--- src/hdl/ctrl_regs_pkg.sv ---
package ctrl_regs_pkg;
    localparam int          ADDR_W   = 7;
    localparam int          DATA_W   = 8;
    localparam logic [6:0]  SEL_ADDR = 7'h1D;
    localparam logic [6:0]  PWR_ADDR = 7'h1E;
    localparam logic [7:0]  SEL_RST  = 8'h80;
    localparam logic [7:0]  PWR_RST  = 8'h07;
    // selector fields
    localparam int          SRC_LSB  = 0;
    localparam int          SRC_MSB  = 2;
    localparam int          REP_BIT  = 3;
    localparam int          FLG_BIT  = 4;
    localparam int          GPO_BIT  = 5;
    localparam int          TRB_BIT  = 6;
    localparam int          HRT_BIT  = 7;
    // power fields
    localparam int          SYN_BIT  = 0;
    localparam int          RXP_BIT  = 1;
    localparam int          TXP_BIT  = 2;
    localparam int          OSC_BIT  = 3;
    localparam int          AIF_BIT  = 4;
    localparam int          HIZ_BIT  = 5;
    localparam int          PWR_USED = 6;
    // read-back source codes
    localparam logic [2:0]  SRC_INT  = 3'h0;
    localparam logic [2:0]  SRC_CS5  = 3'h5;
    localparam logic [2:0]  SRC_RXS  = 3'h6;
    localparam int          NUM_CS   = 5;
    localparam int          RATE_HI_KHZ = 192;
    localparam int          RATE_LO_KHZ = 96;
endpackage

--- src/hdl/readback_mux.sv ---
`timescale 1ns/100ps
module readback_mux (
    input  wire logic [2:0]                         sel,
    input  wire logic [7:0]                         int_status,
    input  wire logic [ctrl_regs_pkg::NUM_CS*8-1:0] chan_status,
    input  wire logic [7:0]                         rx_status,
    output logic      [7:0]                         data
);
    import ctrl_regs_pkg::*;

    always_comb begin
        data = 8'h00;
        if (sel == SRC_INT) begin
            data = int_status;
        end else if (sel == SRC_RXS) begin
            data = rx_status;
        end else if (sel <= SRC_CS5) begin
            data = chan_status[(32'(sel) - 1) * 8 +: 8];
        end
    end
endmodule

--- src/hdl/status_select_power_control.sv ---
`timescale 1ns/100ps
//
// Behaviour
// RL1: bits 2:0 pick read-back: interrupt, channel status 1-5, receiver.
// RL2: bit 3 enables continuous read-back; resets off.
// RL3: bit 4 enables flags-appended mode; resets off.
// RL4: bit 5 makes upper receive pins general outputs; resets as inputs.
// RL5: bit 6 at zero truncates received words; at one passes them whole.
// RL6: bit 7 at one allows 192kHz receive, at zero caps at 96kHz.
// RL7: power bit 0 disables the synthesiser; resets to one.
// RL8: power bit 1 disables the receiver; resets to one.
// RL9: power bit 2 disables the transmitter; resets to one.
// RL10: power bit 3 stops the crystal oscillator; resets to zero.
// RL11: power bit 4 powers down the audio port; resets to zero.
// RL12: power bit 5 tri-states every output; resets to zero.
module status_select_power_control (
    input  wire logic                               clock,
    input  wire logic                               rst_n,
    input  wire logic                               clk_en,
    input  wire logic                               wr_en,
    input  wire logic [ctrl_regs_pkg::ADDR_W-1:0]   addr,
    input  wire logic [ctrl_regs_pkg::DATA_W-1:0]   wr_data,
    input  wire logic [ctrl_regs_pkg::DATA_W-1:0]   int_status,
    input  wire logic [ctrl_regs_pkg::NUM_CS*8-1:0] chan_status,
    input  wire logic [ctrl_regs_pkg::DATA_W-1:0]   rx_status,
    output logic      [ctrl_regs_pkg::DATA_W-1:0]   status_rd_data,
    output logic      [ctrl_regs_pkg::DATA_W-1:0]   sel_rd_data,
    output logic      [ctrl_regs_pkg::DATA_W-1:0]   pwr_rd_data,
    output logic      [2:0]                         readback_source_select,
    output logic                                    repeat_readback_enable,
    output logic                                    flags_appended_mode,
    output logic                                    upper_inputs_as_outputs,
    output logic                                    word_truncation_bypass,
    output logic                                    high_rate_receive_enable,
    output logic      [7:0]                         max_rate_khz,
    output logic                                    synth_power_off,
    output logic                                    receiver_power_off,
    output logic                                    transmitter_power_off,
    output logic                                    crystal_osc_power_off,
    output logic                                    audio_port_power_off,
    output logic                                    outputs_high_impedance
);
    import ctrl_regs_pkg::*;

    logic [DATA_W-1:0] sel_q;
    logic [DATA_W-1:0] pwr_q;
    logic [DATA_W-1:0] mux_data;

    // ----------------------------------------
    // register writes
    // ----------------------------------------
    always_ff @(posedge clock) begin
        if (!rst_n) begin
            sel_q <= SEL_RST; // [RL2] [RL3] [RL4] [RL5] [RL6]
        end else if (clk_en && wr_en && addr == SEL_ADDR) begin
            sel_q <= wr_data;
        end
    end

    always_ff @(posedge clock) begin
        if (!rst_n) begin
            pwr_q <= PWR_RST; // [RL7] [RL8] [RL9] [RL10] [RL11] [RL12]
        end else if (clk_en && wr_en && addr == PWR_ADDR) begin
            pwr_q <= {2'b00, wr_data[PWR_USED-1:0]};
        end
    end

    // ----------------------------------------
    // control outputs
    // ----------------------------------------
    assign readback_source_select   = sel_q[SRC_MSB:SRC_LSB];
    assign repeat_readback_enable   = sel_q[REP_BIT];   // [RL2]
    assign flags_appended_mode      = sel_q[FLG_BIT];   // [RL3]
    assign upper_inputs_as_outputs  = sel_q[GPO_BIT];   // [RL4]
    assign word_truncation_bypass   = sel_q[TRB_BIT];   // [RL5]
    assign high_rate_receive_enable = sel_q[HRT_BIT];   // [RL6]
    assign max_rate_khz = sel_q[HRT_BIT] ? 8'(RATE_HI_KHZ)
                                         : 8'(RATE_LO_KHZ); // [RL6]
    assign synth_power_off          = pwr_q[SYN_BIT];   // [RL7]
    assign receiver_power_off       = pwr_q[RXP_BIT];   // [RL8]
    assign transmitter_power_off    = pwr_q[TXP_BIT];   // [RL9]
    assign crystal_osc_power_off    = pwr_q[OSC_BIT];   // [RL10]
    assign audio_port_power_off     = pwr_q[AIF_BIT];   // [RL11]
    assign outputs_high_impedance   = pwr_q[HIZ_BIT];   // [RL12]
    assign sel_rd_data              = sel_q;
    assign pwr_rd_data              = pwr_q;

    // ----------------------------------------
    // status read-back
    // ----------------------------------------
    readback_mux u_mux (
        .sel         (sel_q[SRC_MSB:SRC_LSB]),
        .int_status  (int_status),
        .chan_status (chan_status),
        .rx_status   (rx_status),
        .data        (mux_data)
    );

    always_ff @(posedge clock) begin
        if (!rst_n) begin
            status_rd_data <= 8'h00;
        end else if (clk_en) begin
            status_rd_data <= mux_data; // [RL1]
        end
    end

    // ----------------------------------------
    // checks
    // ----------------------------------------
    property p_src_int;
        @(posedge clock) disable iff (!rst_n)
        clk_en && sel_q[SRC_MSB:SRC_LSB] == SRC_INT
            |=> status_rd_data == $past(int_status);
    endproperty
    a_src_int: assert property (p_src_int) // [RL1]
        else $error("interrupt status not returned");

    property p_src_rx;
        @(posedge clock) disable iff (!rst_n)
        clk_en && sel_q[SRC_MSB:SRC_LSB] == SRC_RXS
            |=> status_rd_data == $past(rx_status);
    endproperty
    a_src_rx: assert property (p_src_rx) // [RL1]
        else $error("receiver status not returned");

    property p_sel_wr;
        @(posedge clock) disable iff (!rst_n)
        clk_en && wr_en && addr == SEL_ADDR
            |=> flags_appended_mode == $past(wr_data[FLG_BIT])
                && repeat_readback_enable == $past(wr_data[REP_BIT]);
    endproperty
    a_sel_wr: assert property (p_sel_wr) // [RL3]
        else $error("selector write not applied");

    property p_sel_rst;
        @(posedge clock)
        !rst_n |=> high_rate_receive_enable && !upper_inputs_as_outputs
                   && !word_truncation_bypass && !repeat_readback_enable;
    endproperty
    a_sel_rst: assert property (p_sel_rst) // [RL6]
        else $error("selector reset value wrong");

    property p_rate;
        @(posedge clock) disable iff (!rst_n)
        max_rate_khz == (high_rate_receive_enable ? 8'(RATE_HI_KHZ)
                                                  : 8'(RATE_LO_KHZ));
    endproperty
    a_rate: assert property (p_rate) // [RL6]
        else $error("rate cap mismatch");

    property p_pwr_rst;
        @(posedge clock)
        !rst_n |=> synth_power_off && receiver_power_off
                   && transmitter_power_off && !crystal_osc_power_off
                   && !audio_port_power_off && !outputs_high_impedance;
    endproperty
    a_pwr_rst: assert property (p_pwr_rst) // [RL8]
        else $error("power reset value wrong");

    property p_pwr_wr;
        @(posedge clock) disable iff (!rst_n)
        clk_en && wr_en && addr == PWR_ADDR
            |=> outputs_high_impedance == $past(wr_data[HIZ_BIT])
                && synth_power_off == $past(wr_data[SYN_BIT]);
    endproperty
    a_pwr_wr: assert property (p_pwr_wr) // [RL12]
        else $error("power write not applied");

    property p_freeze;
        @(posedge clock) disable iff (!rst_n)
        !clk_en |=> $stable(sel_q) && $stable(pwr_q);
    endproperty
    a_freeze: assert property (p_freeze) // [RL9]
        else $error("state changed while frozen");

    property p_src_cs1;
        @(posedge clock) disable iff (!rst_n)
        clk_en && sel_q[SRC_MSB:SRC_LSB] == 3'(SRC_INT + 3'h1)
            |=> status_rd_data == $past(chan_status[DATA_W-1:0]);
    endproperty
    a_src_cs1: assert property (p_src_cs1) // [RL1]
        else $error("channel status one not returned");

    property p_src_cs5;
        @(posedge clock) disable iff (!rst_n)
        clk_en && sel_q[SRC_MSB:SRC_LSB] == SRC_CS5
            |=> status_rd_data
                == $past(chan_status[NUM_CS*DATA_W-1 -: DATA_W]);
    endproperty
    a_src_cs5: assert property (p_src_cs5) // [RL1]
        else $error("channel status five not returned");

    property p_src_none;
        @(posedge clock) disable iff (!rst_n)
        clk_en && sel_q[SRC_MSB:SRC_LSB] > SRC_RXS
            |=> status_rd_data == '0;
    endproperty
    a_src_none: assert property (p_src_none) // [RL1]
        else $error("unused source code not zero");

    property p_stat_freeze;
        @(posedge clock) disable iff (!rst_n)
        !clk_en |=> $stable(status_rd_data);
    endproperty
    a_stat_freeze: assert property (p_stat_freeze) // [RL1]
        else $error("read-back changed while frozen");

    property p_sel_wr_hi;
        @(posedge clock) disable iff (!rst_n)
        clk_en && wr_en && addr == SEL_ADDR
            |=> readback_source_select == $past(wr_data[SRC_MSB:SRC_LSB])
                && upper_inputs_as_outputs == $past(wr_data[GPO_BIT])
                && word_truncation_bypass == $past(wr_data[TRB_BIT])
                && high_rate_receive_enable == $past(wr_data[HRT_BIT]);
    endproperty
    a_sel_wr_hi: assert property (p_sel_wr_hi) // [RL4]
        else $error("selector upper fields not applied");

    property p_pwr_wr_mid;
        @(posedge clock) disable iff (!rst_n)
        clk_en && wr_en && addr == PWR_ADDR
            |=> receiver_power_off == $past(wr_data[RXP_BIT])
                && transmitter_power_off == $past(wr_data[TXP_BIT])
                && crystal_osc_power_off == $past(wr_data[OSC_BIT])
                && audio_port_power_off == $past(wr_data[AIF_BIT]);
    endproperty
    a_pwr_wr_mid: assert property (p_pwr_wr_mid) // [RL10]
        else $error("power middle fields not applied");
endmodule

--- config.mk ---
export PLATFORM = sky130hd
export DESIGN_NAME = status_select_power_control
export DESIGN_NICKNAME = d
export VERILOG_FILES = /design/src/hdl/ctrl_regs_pkg.sv /design/src/hdl/readback_mux.sv /design/src/hdl/status_select_power_control.sv
export SDC_FILE = /design/constraint.sdc
export NUM_CORES = 1
export LEC_CHECK = 0
export BUFFER_PORTS_ARGS = -buffer_cell sky130_fd_sc_hd__clkbuf_2
export CAP_MARGIN = 20
export CELL_PAD_IN_SITES_DETAIL_PLACEMENT = 1
export CELL_PAD_IN_SITES_GLOBAL_PLACEMENT = 1
export CORE_ASPECT_RATIO = 1.4
export CORE_MARGIN = 2
export CORE_UTILIZATION = 28
export DETAILED_ROUTE_END_ITERATION = 10
export PLACE_DENSITY_LB_ADDON = 0.1
export SYNTH_ARGS = -nofsm -noshare
export SYNTH_HDL_FRONTEND = slang
export SYNTH_HIERARCHICAL = 1
export SYNTH_SLANG_ARGS = --single-unit
--- constraint.sdc ---
create_clock -name clock -period 2.9 [get_ports clock]
set_input_delay 0.145 -clock clock [delete_from_list [all_inputs] [get_ports clock]]
set_output_delay 0.145 -clock clock [all_outputs]
set_load 0.05 [all_outputs]
## Word level (Yosys, flattened, before mapping)

Index checks and enable logic that the tools add are counted.

- Magnitude comparators: 1
- Reduce and logical (&&, ||, !) cells: 4
- Equality and inequality tests: 3
- Shift operators: 1
- Add/subtract/negate cells: 1
- Multiplexer cells: 4

Operators with widths:

| cell | number |
|---|---|
| variable part select 40 x 33 -> 8 bit | 1 |
| two-way mux 8 bit | 4 |
| equality test 7 x 5 -> 1 bit (second input constant) | 2 |
| subtractor 3 x 1 -> 4 bit (second input constant) | 1 |
| equality test 3 bit (second input constant) | 1 |
| <= comparator 3 bit (second input constant) | 1 |
| logical AND 1 bit | 3 |
| zero test 3 bit | 1 |

- Input port bits: 75
- Flip-flop bits (word level): 22
- Output and inout port bits: 46

## Depth between registers and ports, before layout

- Depth in word-level cells: 5
- Depth in mapped cells: 11
- Mapped depth without buffers: 8

## Modules after synthesis

Netlist, hierarchy kept.

Modules (own cells, without submodules):

| module | area each (µm²) | seq. area each (µm²) | cells each | instances |
|---|---|---|---|---|
| status_select_power_control | 1113.6 | 440.4 | 112 | 1 |
| readback_mux | 640.6 | 0.0 | 95 | 1 |

## Least setup slack after synthesis

No wires, ideal clock.

- Path type: flip-flop to flip-flop
- Start: register sel_q[0], in the netlist sel_rd_data[0]
- End: register status_rd_data[5] in the netlist's numbering
- Required time: 2783 ps
- Buffers on the path: 3
- Path slack: 151 ps
- Cell stages (with the launch flop): 12
- Period minus slack after synthesis: 2749 ps
- Library setup time: 117 ps
- Data arrival time: 2632 ps
- Path through: dfxtp_1 buf_2 clkinv_1 ha_1 buf_4 buf_4 mux2i_1 nor3_1 o31ai_1 a21oi_1 mux2i_1 nor2b_1

- Longest elaborated chain between the ends: 5
- Elaborated cells between the ends (all ways): 8
- Those cells by class: add/sub (1); order compare (1); eq/ne (1); shift (1); mux (3); reduce/logical (1)

RTL lines:

| item | line | text |
|---|---|---|
| start: declaration | status_select_power_control.sv:45 | `logic [DATA_W-1:0] sel_q;` |
| start signal: assignment | status_select_power_control.sv:56 | `sel_q <= wr_data;` |
| subtractor 3 x 1 -> 4 bit | readback_mux.sv:18 | `data = chan_status[(32'(sel) - 1) * 8 +: 8];` |
| variable part select 40 x 33 -> 8 bit | readback_mux.sv:18 |  |
| two-way mux 8 bit | readback_mux.sv:17 | `end else if (sel <= SRC_CS5) begin` |
| two-way mux 8 bit | readback_mux.sv:15 | `end else if (sel == SRC_RXS) begin` |
| two-way mux 8 bit (*) | readback_mux.sv:13 | `if (sel == SRC_INT) begin` |
| via mux_data[5] | status_select_power_control.sv:47 | `logic [DATA_W-1:0] mux_data;` |
| end signal: assignment | status_select_power_control.sv:103 | `status_rd_data <= mux_data;` |
| end: declaration | status_select_power_control.sv:26 | `output logic [ctrl_regs_pkg::DATA_W-1:0] status_rd_data,` |

The timed path passes the listed nets; every way through them passes the cells marked *.
A chain may end at the register's enable or synchronous reset.

## Final worst setup path

- Start: register sel_q[1], in the netlist sel_rd_data[1]
- End: register status_rd_data[2] in the netlist's numbering

Same word-level chain as after synthesis.

==> results.toml <==
[global_route]
antenna_found_initial = 0
grt_util_all_layers = 0.147
grt_overflow = 0
grt_pass1_vias = 1738
grt_max_degree = 34
grt_first_pass_wirelength_um = 8340

[sta]
slew_viol_final = 0
max_clock_freq_ghz = 0.425
fin_crit_sh = 0.811
finalSetupViolations = 0
final.setup.tns_ps = 0
period_needed_ps = 2350
finalClockSkew_ps = 1.61
relSlewSlack = 0.488
hold_violations = 0
rsz0062_at_grt = "false"
fin_ws_ps = 547
tightest_slew_ps = 762

[synthesis]
ys_warn_count = 6
synth_common_cells = "mux2i_1 (38), buf_4 (26), dfxtp_1 (22)"
netlist_instances = 207
synth_edf_count = 0
netlist_area_mm2 = 0.00175
yosys.cell_count.top_type = "mux2i_1"
ys.flop_type = "dfxtp_1"
synth_top_area_share = 0.251
synth_cell_types = 29
yosysTopAreaCell = "dfxtp_1"
syn_avg_cell_area_um2 = 8.47
synth_seq_cells = 22
ys_seq_area_frac = 0.251
async_reset_ff_frac = 0
synth_area_leaders = "dfxtp_1 (25%), mux2i_1 (22%), buf_4 (11%)"

[cts]
clock-sinks = 22
cts_setup_buffers = 0
insertion_delay_ps = 250
cts_resized = 0
ctsHoldBuffers = 0
cts_tree = "done"
clk_pin_slew_ps = 70
cts_buffers = 3
cts_root_buf = "clkbuf_8"
cts_htree_levels = 1
clk_path_buf_depth = 2

[power]
switching_share = 0.283
p_leak_uw = 0.00111
p_int_uw = 464
ir_drop_mv = 0.233
p_comb_frac = 0.239
clockPowerShare = 0.278
p_per_area_mw_per_mm2 = 287
power_switching_uw = 183
seqPwrFrac = 0.483

[worst_setup_path]
crit_required_ps = 3050
slowest_stage = "ha_1"
max_stage_delay_ps = 540
cp-start-kind = "register"
rr_worst_depth = 9
crit_top_cell = "mux2i_1"
path_class = "register to register"
end_kind = "register"
arrival_ps = 2500
cp_cell_sequence = "inv_1 > ha_1 > buf_4 > mux2i_1 > nor3_1 > o31ai_1 > a21oi_1 > mux2i_1 > nor2b_1"
path_max_fanout = 10

[job]
drv_cap = 0

[placed_design]
dp_slack_ps = 515
port_buffers = 112
globalplace.congestion = 0.751
hpwl_um = 4350

[die]
core_mm2 = 0.00613
die_x_um = 70.9
ioPinCount = 121
die_h_um = 97.7
start_util = 0.286
rows = 34
die_area_mm2 = 0.00692

[final_layout]
area_delta_synth_final_pct = 28.5
nets = 378
antennaDiodeCount = 0
drive_gt1_frac = 0.421

[detailed_routing]
vias = 1696
ant_nets = 0
routed_wl_um = 5180
drc_errors = 0
drtIter0Drc = 37
wl_per_cell_um = 14.0
via_per_inst = 4.60
detail_route.first_pass.iterations = 4

[worst_hold_path]
hold_path.class = "input pin to register"
holdPathStages = 3

[run_status]
status = "completed"
-- stage by stage --
step	power, uW	util	instance area (um^2)	hold slack (ps)	std cells
final	647	0.368	2250	118	369
after global routing	688	0.368	2250	139	369
after CTS	660	0.368	2250	119	369
after detailed placement	476	0.361	2210	395	366
after global placement	477	0.361	2210	389	366
after floorplan	418	-	1780	287	213
-- layer usage --
| layer | part of all wire | up-vias | wire, um | track usage |
|---|---|---|---|---|
| met1 | 0.41 | 760 | 2120 | 0.177 |
| met4 | 0.0056 | 0 | 29 | 0.0348 |
| met2 | 0.50 | 73 | 2610 | 0.266 |
| li1 | - | 861 | - | - |
| met3 | 0.081 | 2 | 420 | 0.0259 |
| met5 | 0 | - | 0 | 0 |
-- cell families after synthesis --
kind of cell / after synthesis / synth area share
AOI/OAI and AO/OA: 26 / 0.0892
adders and majority gates: 4 / 0.0285
muxes: 38 / 0.217
and+or+nand+nor: 75 / 0.253
buffers and inverters: 39 / 0.148
DFF: 22 / 0.251
xor gates and xnor gates: 1 / 0.00927
other: 2 / 0.00428
-- flip-flops by register name, indices dropped and copies added (netlist names) --
register / cells
sel_rd_data: 8
status_rd_data: 8
pwr_rd_data: 6
-- path summary, 6_finish.rpt --
kind	slack, ps	to	from
hold / removal	120	sel_rd_data[6]	wr_data[6]
setup / recovery	550	status_rd_data[2]	sel_rd_data[1]
hold reg to reg	470	sel_rd_data[6]	sel_rd_data[6]
setup reg to reg	550	status_rd_data[2]	sel_rd_data[1]
-- power groups by stage --
stage / registers, uW / logic [uW] / clock network (uW)
floorplan: 343 / 75.4 / 0
CTS: 313 / 157 / 190
detailed placement: 320 / 156 / 0
global route: 314 / 169 / 205
global placement: 320 / 157 / 0
finish: 313 / 155 / 180
-- area by class of cell --
cell class	count	area, um^2
inverter	4	15.0
sequential	22	440
clock buffer	3	41.3
fill	776	3870
timing repair buffer	116	591
multi-input combinational	152	1080
tap	72	90.1
-- cells in the final DEF (no fill, tap or decap) --
cell type / count
and2_0: 1
mux2i_1: 38
clkbuf_2: 112
dfxtp_1: 22
nand3_2: 1
buf_4: 4
and3_1: 8
a21oi_1: 16
and2_1: 1
nand2b_1: 2
nor2b_1: 16
ha_1: 4
xor2_2: 1
o31ai_1: 8
nor2_1: 9
o22ai_1: 1
o21ba_2: 1
clkinv_1: 1
clkbuf_8: 3
nand2_1: 17
nor3_1: 16
conb_1: 8
and2b_1: 1
nor4_4: 1
inv_1: 3
nor4b_4: 1
nand4bb_4: 1
-- critical path, delay by kind of cell, from the launching register on --
kind | cells | cell delay, ps
AO/OA/AOI/OAI | 2 | 400
flip-flops | 1 | 440
buffers and inverters | 2 | 400
AND/OR/NAND/NOR | 2 | 120
multiplexers | 2 | 350
adder cells (fa/ha/maj) | 1 | 540
Power figures use the tool's default switching activity.
